### config.mk
export PLATFORM = sky130hd
export DESIGN_NAME = acr_top
export DESIGN_NICKNAME = d
export VERILOG_FILES = /design/src/design/acr_pkg.sv /design/src/design/acr_top.sv
export SDC_FILE = /design/constraint.sdc
export NUM_CORES = 1
export LEC_CHECK = 0
export ABC_AREA = 0
export BUFFER_PORTS_ARGS = -buffer_cell sky130_fd_sc_hd__buf_4
export CORE_MARGIN = 4
export CORE_UTILIZATION = 45
export CTS_BUF_LIST = sky130_fd_sc_hd__clkbuf_4 sky130_fd_sc_hd__clkbuf_8
export CTS_CLUSTER_DIAMETER = 40
export DETAILED_ROUTE_END_ITERATION = 12
export HOLD_SLACK_MARGIN = 0.15
export PLACE_DENSITY = 0.66
export SETUP_SLACK_MARGIN = 0.05
export SLEW_MARGIN = 40
export SYNTH_ARGS = -nofsm -noshare
export SYNTH_HDL_FRONTEND = slang
export SYNTH_SLANG_ARGS = --single-unit
### constraint.sdc
create_clock -name i_clk_sys -period 4.2 [get_ports i_clk_sys]
set_input_delay 0.42 -clock i_clk_sys [delete_from_list [all_inputs] [get_ports i_clk_sys]]
set_output_delay 0.42 -clock i_clk_sys [all_outputs]
set_load 0.02 [all_outputs]
### src/design/acr_pkg.sv
/*
  shared constants, types and register map for the converter control block.
  assumes a single 250 MHz system clock and an indirect module access port.
*/
// Overview of operation
// - after reset registers read 0000h; three bias/reference registers read 0070h
// - command bits 11-8 pick source; bit 2, 1, 0 start ch1, ch2, temperature
// - a start bit converts with its source settings into its own result register
// - processor is held stalled while any conversion runs
// - all three start bits 2-0 clear when a conversion completes
// - with source 0000, ch1 start wins and converts the ch1 differential pair
// - with source 0000, ch2 start without ch1 converts the ch2 pair
// - temperature converts only alone with source 0000; otherwise no result
// - nonzero source with ch1/ch2 start converts single-ended into that channel
// - source codes 0001 to 1001 select bandgap, amplifiers, supply, ground, DAC, pins
// - source codes 0100 to 0111 force a fixed 0.7 front-end gain
// - gain/timing register: gain 15-11, divider 10-8, resolution 6-4, bit 7 unused
// - coarse offset: bit 3 sign, bits 2-0 magnitude
// - bias/reference register: bias 6-4, reference 1-0, other bits unused
// - result registers are read-only, written only by a finished conversion
package acr_pkg;

    localparam int NSRC = 3;

    localparam logic [7:0] ADDR_CMD = 8'h00;
    localparam logic [NSRC-1:0][7:0] ADDR_RESULT = {8'h07, 8'h04, 8'h01};
    localparam logic [NSRC-1:0][7:0] ADDR_GT = {8'h08, 8'h05, 8'h02};
    localparam logic [NSRC-1:0][7:0] ADDR_BR = {8'h09, 8'h06, 8'h03};

    localparam logic [15:0] RST_CMD = 16'h0000;
    localparam logic [15:0] RST_RESULT = 16'h0000;
    localparam logic [15:0] RST_GT = 16'h0000;
    localparam logic [15:0] RST_BR = 16'h0070;

    localparam logic [15:0] MASK_CMD = 16'h0f07;
    localparam logic [15:0] MASK_GT = 16'hff7f;
    localparam logic [15:0] MASK_BR = 16'h0073;

    localparam int CMD_SE_LSB = 8;
    localparam int CMD_CH1 = 2;
    localparam int CMD_CH2 = 1;
    localparam int CMD_TEMP = 0;
    localparam int GT_GAIN_LSB = 11;
    localparam int GT_DIV_LSB = 8;
    localparam int GT_RES_LSB = 4;
    localparam int GT_OFS_SIGN = 3;
    localparam int GT_OFS_LSB = 0;
    localparam int BR_BIAS_LSB = 4;
    localparam int BR_REF_LSB = 0;

    localparam logic [1:0] SRC_CH1 = 2'h0;
    localparam logic [1:0] SRC_CH2 = 2'h1;
    localparam logic [1:0] SRC_TEMP = 2'h2;

    localparam logic [3:0] SE_DIFF = 4'h0;
    localparam logic [3:0] SE_BANDGAP = 4'h1;
    localparam logic [3:0] SE_AMP_SMALL = 4'h2;
    localparam logic [3:0] SE_AMP_LARGE = 4'h3;
    localparam logic [3:0] SE_SUPPLY = 4'h4;
    localparam logic [3:0] SE_GROUND = 4'h5;
    localparam logic [3:0] SE_DAC_SMALL = 4'h6;
    localparam logic [3:0] SE_DAC_LARGE = 4'h7;
    localparam logic [3:0] SE_PIN_POS = 4'h8;
    localparam logic [3:0] SE_PIN_NEG = 4'h9;

    // converter base clock period and system clock period
    localparam int FCLK_PERIOD_PS = 250000;
    localparam int SYS_PERIOD_PS = 4000;
    localparam int FCLK_CYCLES = (FCLK_PERIOD_PS + SYS_PERIOD_PS - 1) / SYS_PERIOD_PS;
    localparam int DIV_BASE_SHIFT = 2;
    // converter clocks per conversion by resolution code
    localparam logic [7:0][11:0] RES_CLOCKS = {12'h800, 12'h800, 12'h500, 12'h320,
                                               12'h280, 12'h200, 12'h140, 12'h100};

    typedef enum logic [1:0]
    {
        ST_IDLE = 2'b01,
        ST_RUN = 2'b10
    } acr_state_t;

    typedef struct packed
    {
        logic active;
        logic [1:0] source;
        logic single_ended;
        logic [3:0] input_mux_choice;
        logic fixed_gain;
        logic [4:0] gain_code;
        logic [2:0] conversion_divider;
        logic [2:0] resolution_code;
        logic offset_sign;
        logic [2:0] offset_magnitude;
        logic [2:0] bias_setting;
        logic [1:0] reference_choice;
    } acr_fe_t;

    typedef struct packed
    {
        acr_state_t state;
        logic [15:0] cmd;
        logic [NSRC-1:0][15:0] result;
        logic [NSRC-1:0][15:0] gt;
        logic [NSRC-1:0][15:0] br;
        acr_fe_t fe;
        logic [6:0] tick;
        logic [20:0] remain;
        logic [15:0] rdata;
        logic ack;
    } acr_state_reg_t;

endpackage

### src/design/acr_top.sv
/*
  converter control register bank and conversion sequencer.
  assumes the processor issues one module transfer at a time and the
  analog front end presents its sample on i_adc_sample at completion.
*/
`timescale 1ns/100ps
module acr_top
#(
    parameter logic [6:0] FCLK_CYCLES = 7'(acr_pkg::FCLK_CYCLES)
)
(
    input wire logic i_clk_sys,
    input wire logic i_nrst,
    input wire logic i_mod_req,
    input wire logic i_mod_rd,
    input wire logic [7:0] i_mod_addr,
    input wire logic [15:0] i_mod_wdata,
    input wire logic [15:0] i_adc_sample,
    output logic o_mod_ack,
    output logic [15:0] o_mod_rdata,
    output logic o_cpu_stall,
    output acr_pkg::acr_fe_t o_fe
);

    acr_pkg::acr_state_reg_t s_q;
    acr_pkg::acr_state_reg_t s_d;
    logic [15:0] rd_val;
    logic [3:0] se_w;
    logic [2:0] start_w;
    logic go;
    logic [1:0] src;

    // read decode
    always_comb
    begin
        rd_val = 16'h0000;
        if (i_mod_addr == acr_pkg::ADDR_CMD)
        begin
            rd_val = s_q.cmd;
        end
        for (int k = 0; k < acr_pkg::NSRC; k++)
        begin
            if (i_mod_addr == acr_pkg::ADDR_RESULT[k])
            begin
                rd_val = s_q.result[k];
            end
            if (i_mod_addr == acr_pkg::ADDR_GT[k])
            begin
                rd_val = s_q.gt[k];
            end
            if (i_mod_addr == acr_pkg::ADDR_BR[k])
            begin
                rd_val = s_q.br[k];
            end
        end
    end

    // start arbitration
    always_comb
    begin
        se_w = i_mod_wdata[acr_pkg::CMD_SE_LSB +: 4];
        start_w = i_mod_wdata[2:0];
        go = 1'b0;
        src = acr_pkg::SRC_CH1;
        if (start_w[acr_pkg::CMD_CH1])
        begin
            go = 1'b1;
            src = acr_pkg::SRC_CH1;
        end
        else if (start_w[acr_pkg::CMD_CH2])
        begin
            go = 1'b1;
            src = acr_pkg::SRC_CH2;
        end
        else if (start_w[acr_pkg::CMD_TEMP] && se_w == acr_pkg::SE_DIFF)
        begin
            go = 1'b1;
            src = acr_pkg::SRC_TEMP;
        end
    end

    always_comb
    begin
        s_d = s_q;
        s_d.ack = 1'b0;
        unique case (s_q.state)
            acr_pkg::ST_IDLE:
            begin
                if (i_mod_req)
                begin
                    s_d.ack = 1'b1;
                    if (i_mod_rd)
                    begin
                        s_d.rdata = rd_val;
                    end
                    else
                    begin
                        if (i_mod_addr == acr_pkg::ADDR_CMD)
                        begin
                            s_d.cmd = i_mod_wdata & acr_pkg::MASK_CMD;
                        end
                        for (int k = 0; k < acr_pkg::NSRC; k++)
                        begin
                            if (i_mod_addr == acr_pkg::ADDR_GT[k])
                            begin
                                s_d.gt[k] = i_mod_wdata & acr_pkg::MASK_GT;
                            end
                            if (i_mod_addr == acr_pkg::ADDR_BR[k])
                            begin
                                s_d.br[k] = i_mod_wdata & acr_pkg::MASK_BR;
                            end
                        end
                        if (i_mod_addr == acr_pkg::ADDR_CMD)
                        begin
                            if (go)
                            begin
                                s_d.state = acr_pkg::ST_RUN;
                                s_d.fe.active = 1'b1;
                                s_d.fe.source = src;
                                s_d.fe.single_ended = se_w != acr_pkg::SE_DIFF;
                                s_d.fe.input_mux_choice = se_w;
                                s_d.fe.fixed_gain = se_w >= acr_pkg::SE_SUPPLY && se_w <= acr_pkg::SE_DAC_LARGE;
                                s_d.fe.gain_code = s_q.gt[src][acr_pkg::GT_GAIN_LSB +: 5];
                                s_d.fe.conversion_divider = s_q.gt[src][acr_pkg::GT_DIV_LSB +: 3];
                                s_d.fe.resolution_code = s_q.gt[src][acr_pkg::GT_RES_LSB +: 3];
                                s_d.fe.offset_sign = s_q.gt[src][acr_pkg::GT_OFS_SIGN];
                                s_d.fe.offset_magnitude = s_q.gt[src][acr_pkg::GT_OFS_LSB +: 3];
                                s_d.fe.bias_setting = s_q.br[src][acr_pkg::BR_BIAS_LSB +: 3];
                                s_d.fe.reference_choice = s_q.br[src][acr_pkg::BR_REF_LSB +: 2];
                                s_d.remain = 21'(acr_pkg::RES_CLOCKS[s_q.gt[src][acr_pkg::GT_RES_LSB +: 3]])
                                    << ({1'b0, s_q.gt[src][acr_pkg::GT_DIV_LSB +: 3]} + 4'(acr_pkg::DIV_BASE_SHIFT));
                                s_d.tick = 7'h00;
                            end
                            else
                            begin
                                s_d.cmd[2:0] = 3'h0;
                            end
                        end
                    end
                end
            end
            acr_pkg::ST_RUN:
            begin
                if (s_q.tick == FCLK_CYCLES - 7'h01)
                begin
                    s_d.tick = 7'h00;
                    if (s_q.remain == 21'h000001)
                    begin
                        s_d.result[s_q.fe.source] = i_adc_sample;
                        s_d.cmd[2:0] = 3'h0;
                        s_d.fe.active = 1'b0;
                        s_d.state = acr_pkg::ST_IDLE;
                    end
                    else
                    begin
                        s_d.remain = s_q.remain - 21'h000001;
                    end
                end
                else
                begin
                    s_d.tick = s_q.tick + 7'h01;
                end
            end
        endcase
    end

    always_ff @(posedge i_clk_sys or negedge i_nrst)
    begin
        if (!i_nrst)
        begin
            s_q <= '0;
            s_q.state <= acr_pkg::ST_IDLE;
            s_q.cmd <= acr_pkg::RST_CMD;
            s_q.result <= {acr_pkg::NSRC{acr_pkg::RST_RESULT}};
            s_q.gt <= {acr_pkg::NSRC{acr_pkg::RST_GT}};
            s_q.br <= {acr_pkg::NSRC{acr_pkg::RST_BR}};
        end
        else
        begin
            s_q <= s_d;
        end
    end

    assign o_mod_ack = s_q.ack;
    assign o_mod_rdata = s_q.rdata;
    assign o_cpu_stall = s_q.state == acr_pkg::ST_RUN;
    assign o_fe = s_q.fe;

endmodule

# --- Word level (Yosys, flattened, before mapping) ---
# Memories as Yosys holds them, arrays and structs flattened.
# Index checks and enable logic that the tools add are counted.
word_totals:
  register_bits: 191
  out_inout_bits: 47
  n_memories: 1
  latch_bits: 0
  rom_bits: 96
  ram_bits: 0
classes:
  bitwise_logic: 1
  n_lt_le_gt_ge: 6
  n_addsub: 3
  n_reduce_logical: 20
  mux: 50
  n_shift: 1
  n_mul: 0
  eq_ne: 20
  n_div: 0
mem_list:
  columns: ["memory", "depth", "width", "read_ports", "rd_ports_with_merged_regs", "write_ports", "line_no", "rtl"]
  rows:
  - ["(name not given)", 8, 12, 1, 0, 0, "acr_top.sv:130", "s_d.remain = 21'(acr_pkg::RES_CLOCKS[s_q.gt[src][acr_pkg::GT_RES_LSB +: 3]])"]
ops:
  columns: ["operator", "n"]
  rows:
  - ["16-bit two-way mux", 12]
  - ["57-bit two-way mux", 3]
  - ["51-bit two-way mux", 2]
  - ["74-bit two-way mux", 1]
  - ["16-bit binary-select mux with 2-bit select", 2]
  - ["28-bit case mux with 2 select lines", 1]
  - ["48-bit bitwise mux", 1]
  - ["21-bit two-way mux", 2]
  - ["12-bit two-way mux", 3]
  - ["18-bit two-way mux", 2]
  - ["4-bit AND reduction", 9]
  - ["16-bit demux with 2-bit select", 1]
  - ["8-bit by 3-bit == test with 1-bit output (second input constant)", 4]
  - ["21-bit by 1-bit == test with 1-bit output (second input constant)", 1]
  - ["12-bit by 4-bit << shifter with 21-bit output", 1]
  - ["21-bit by 1-bit subtractor with 21-bit output (second input constant)", 1]
  - ["8-bit by 2-bit == test with 1-bit output (second input constant)", 2]
  - ["8-bit by 4-bit == test with 1-bit output (second input constant)", 2]
  - ["2-bit two-way mux", 7]
  - ["7-bit two-way mux", 2]
  - ["6-bit AND reduction", 2]
  - ["2-bit != test (second input constant)", 5]
  - ["8-bit by 1-bit == test with 1-bit output (second input constant)", 1]
  - ["8-bit zero test", 1]
  - ["22 further kinds", 33]

# --- Depth between registers and ports, before layout ---
logic_depth:
  word_depth: 15
  ltp_mapped: 14

# --- Worst setup path before layout ---
# OpenSTA, ideal clock, no wires.
synth_timing:
  kind: "input port to flip-flop"
  startpoint: "input port i_mod_wdata[9]"
  endpoint: "register s_q[32] (netlist name)"
  t_required_ns: 4.110
  arrival_ns: 2.855
  stages: 13
  slack_ns: 1.255
  setup_time_ns: 0.090
  path_cell_list: "nor4_4 nand3_2 o22a_2 o221ai_4 inv_2 buf_4 ha_1 inv_1 nor2_1 nand2_1 o41ai_2 a31oi_1 o221ai_1"
synth_via:
  elab_chain_cells: 15
  word_cells_on_any_way: 21
synth_lines:
  columns: ["item", "line_no", "rtl"]
  rows:
  - ["start: declaration", "acr_top.sv:17", "input wire logic [15:0] i_mod_wdata,"]
  - ["4-bit zero test (*)", "acr_top.sv:75", "else if (start_w[acr_pkg::CMD_TEMP] && se_w == acr_pkg::SE_DIFF)"]
  - ["1-bit logical AND (*)", "acr_top.sv:75", null]
  - ["2-bit two-way mux", "acr_top.sv:75", null]
  - ["2-bit two-way mux", "acr_top.sv:70", "else if (start_w[acr_pkg::CMD_CH2])"]
  - ["2-bit two-way mux", "acr_top.sv:65", "if (start_w[acr_pkg::CMD_CH1])"]
  - ["16-bit binary-select mux with 2-bit select", "acr_top.sv:130, acr_top.sv:131", null]
  - ["16-bit two-way mux (not written as such)", "acr_top.sv:131", "<< ({1'b0, s_q.gt[src][acr_pkg::GT_DIV_LSB +: 3]} + 4'(acr_pkg::DIV_BASE_SHIFT));"]
  - ["memory 8 x 12 bit", null, null]
  - ["12-bit two-way mux (not written as such)", "acr_top.sv:130", null]
  - ["12-bit by 4-bit << shifter with 21-bit output", "acr_top.sv:130", null]
  - ["57-bit two-way mux", "acr_top.sv:115", "if (go)"]
  - ["57-bit two-way mux", "acr_top.sv:113", "if (i_mod_addr == acr_pkg::ADDR_CMD)"]
  - ["57-bit two-way mux", "acr_top.sv:92", "if (i_mod_rd)"]
  - ["74-bit two-way mux", "acr_top.sv:89", "if (i_mod_req)"]
  - ["28-bit case mux with 2 select lines", "acr_top.sv:86", "unique case (s_q.state)"]
  - ["end: declaration", "acr_top.sv:25", "acr_pkg::acr_state_reg_t s_q;"]
# Every way passes the cells marked *; elsewhere a longest branch is shown, timed or not. The select of a mux whose other input is x is not followed.
# A chain may end at the register's enable or synchronous reset.

# --- Final worst setup path ---
# Same ends and word-level chain as after synthesis.

==> run metrics <==
EDFF count, synth 0; Post-synth ARST share 100%; CP Max Fanout 8; total setup buffers inserted after CTS 0; status finished clean; unrepaired setup endpoints after global routing false; initial DRC count 629; Leak 0.00522 µW; Reg clk slew, reported paths 0.12 ns; Final setup viols 0; FF+latch count, synth 191; reg2reg path depth 8; Post-CTS Hold Fix Bufs 11; Area contributors post-synth dfrtp_1 (43%), mux2_2 (11%), o21ai_0 (5.1%); CP max stage delay 0.46 ns; clock root buffer clkbuf_8; Site Rows 55; total number of yosys warnings 0; Req. time, crit path 4.59 ns; Total GRT Usage 21.8%; P&R area growth vs syn 11.1%; Clock Sinks 191; full die area 0.0257 mm²; DR WL/cell 20.3 µm; CP Capture Type flip-flop; vias in the first global route 8051; first-pass GRT wire length 44.8 mm; Num CTS Buffers 17; WP data arrival 3.32 ns; total number of vias 8085; Final Net Count 1110; final-report max-slew violation count 0; H-tree depth 4; Worst slew margin 46.7%; Final Hold Viols 0; period utilisation layout 69.8%; FMAX 341 MHz; final wirelength 27.5 mm; # diodes 0; total power 3760 µW; startpoint types input pin; largest net degree at the start of global routing 98; WHS 0.181 ns; Via density 5.95; DP HPWL 19.3 mm; Tmin final 2.93 ns; syn_area_per_cell 10.2 µm²; number of port buffers 89; maxcap violations 0; initial core utilization 45.9%; Post-Syn Area 0.0104 mm²; post-route ant nets 0; Worst-Margin Slew 0.792 ns; drt drc 0; WS Path Type input pin to flip-flop; peak supply drop 0.000218 V; Die W 160 µm; CTS Buffer Depth 2; hold crit path type input pin to flip-flop; GPL Wtd Cong 0.889; Yosys top cell by area dfrtp_1; die height 160 µm; synthesized netlist net count 1070; drt pass-1 iters 5; sequential share of the synthesized area 45.9%; # resized after CTS 0; Core ar. 0.0227 mm²; CTS tree built; CP max stage cell and2_1; Overflow after GRT 0; Synth top area share 43.4%; antenna violations before repair 0; Ports 91; Power Density 324 mW/mm²; clk_skew 0.0300 ns; share of layout cells above drive strength 1 29.8%; ys flop type dfrtp_1; setup TNS 0 ns; Post-Syn Instances 1021; Worst-Skew Late Latency 0.50 ns; Hold Path Depth 2; worst path cell trace buf_4, nor4_4, and2_1, nand2_1, a31oi_1, ha_1, inv_1, nor2_1, nand2_1, o41ai_2, a31oi_1, o221ai_1; distinct cell type count after synthesis 87
[where the power goes]
part / switching (µW) / internal [µW] / leakage (µW)
Clock: 851 / 501 / 0.000225
Combinational: 275 / 168 / 0.00243
Sequential: 61.1 / 1900 / 0.00256
Total: 1190 / 2570 / 0.00522
[cells by family (layout without fill, tap and decap cells)]
| family | after synthesis | after routing | synth area share, % |
|---|---|---|---|
| DFF | 191 | 191 | 45.9 |
| AOI/OAI and AO/OA | 260 | 260 | 16.4 |
| xor gates and xnor gates | 3 | 3 | 0.252 |
| adders and majority gates | 5 | 5 | 0.600 |
| buffers and inverters | 111 | 164 | 6.30 |
| and+or+nand+nor | 322 | 322 | 15.8 |
| muxes | 129 | 129 | 14.8 |
[critical path, delay by kind of cell]
kind	cells	cell delay (ns)
compound gates	4	0.91
fa+ha+maj	1	0.21
buf+inv	2	0.29
simple gates	5	1.49
[metal layers]
layer,wire (µm),global-route usage (%),up-vias
met1,12800,31.2,4025
met5,0,0,-
met4,569,6.88,0
met3,1400,3.10,37
met2,12800,34.4,248
li1,-,-,3775
[cell type report]
type	count	area (µm²)
clock inverters	15	224
flip-flops and latches	191	4790
fillers	2094	11100
inverters	14	52.6
repair buffers	118	921
well taps	285	357
clock buffers	17	234
multi-input cells	719	5010
[cell usage after synthesis (3+ instances only)]
cell type  instances
a21oi_2            3
dfrtp_1          181
buf_6              4
o22ai_1            4
o21ai_1            6
nand2_1          129
buf_4             47
nor3_1            23
mux2i_1            9
and2_1             5
or2_2              6
or3_1              4
or4_1              3
nand3_1           37
a22o_1             3
o32a_1             3
o31ai_1            8
clkbuf_1          29
nor4_1             9
a21oi_1           47
nor2b_1            3
a22oi_1           17
nor2_1            55
o21ai_0          106
and3_1             3
mux2_4            20
inv_1             13
buf_2             14
a31oi_1            7
nand2b_1          10
nand4_1            6
o211ai_1           9
nor3_2             6
nor4_4             3
a221oi_1          10
o21bai_1           4
mux2_2            98
ha_1               5
dfstp_2           10
[cells in the final DEF, fill, tap and decap left out, types with 5 or more instances in the layout]
| cell type | count |
|---|---|
| nand2_1 | 126 |
| a221oi_1 | 10 |
| or2_2 | 6 |
| and2_1 | 5 |
| mux2_2 | 98 |
| nand2_2 | 5 |
| buf_4 | 106 |
| nand4_1 | 6 |
| mux2_4 | 20 |
| o21ai_0 | 105 |
| a22oi_1 | 17 |
| a21oi_1 | 47 |
| o31ai_1 | 8 |
| nor4_1 | 9 |
| a31oi_1 | 7 |
| dlygate4sd3_1 | 11 |
| inv_1 | 13 |
| o211ai_1 | 9 |
| nand3_1 | 37 |
| dfrtp_1 | 181 |
| nor3_1 | 22 |
| clkbuf_8 | 17 |
| nor3_2 | 7 |
| nand2b_1 | 9 |
| nor2_1 | 55 |
| ha_1 | 5 |
| dfstp_2 | 10 |
| inv_12 | 8 |
| o21ai_1 | 6 |
| mux2i_1 | 9 |
[path summary, 6_finish.rpt]
path                       slack (ns)                start             endpoint
setup reg to reg                 1.34  s_q[27]$_DFFE_PN0P_  s_q[37]$_DFFE_PN0P_
max in group asynchronous        2.59               i_nrst  s_q[79]$_DFFE_PN1P_
setup / recovery                 1.27       i_mod_wdata[9]  s_q[32]$_DFFE_PN0P_
hold / removal                   0.18     i_adc_sample[11]            flip-flop
min in group asynchronous        0.52               i_nrst  s_q[40]$_DFFE_PN0P_
hold reg to reg                  0.48  s_q[43]$_DFFE_PN0P_  s_q[43]$_DFFE_PN0P_
[per-stage QoR]
| step | worst slack [ns] | utilization (%) | area [µm²] | std cells |
|---|---|---|---|---|
| after CTS | 1.34 | 51.0 | 11600 | 1359 |
| after detailed placement | 0.836 | 48.5 | 11000 | 1316 |
| after global placement | 0.864 | 48.5 | 11000 | 1316 |
| after floorplan | 1.25 | - | 10400 | 1021 |
| after global routing | 1.16 | 51.0 | 11600 | 1359 |
| final | 1.27 | 51.0 | 11600 | 1359 |
Power figures use the tool's default switching activity.
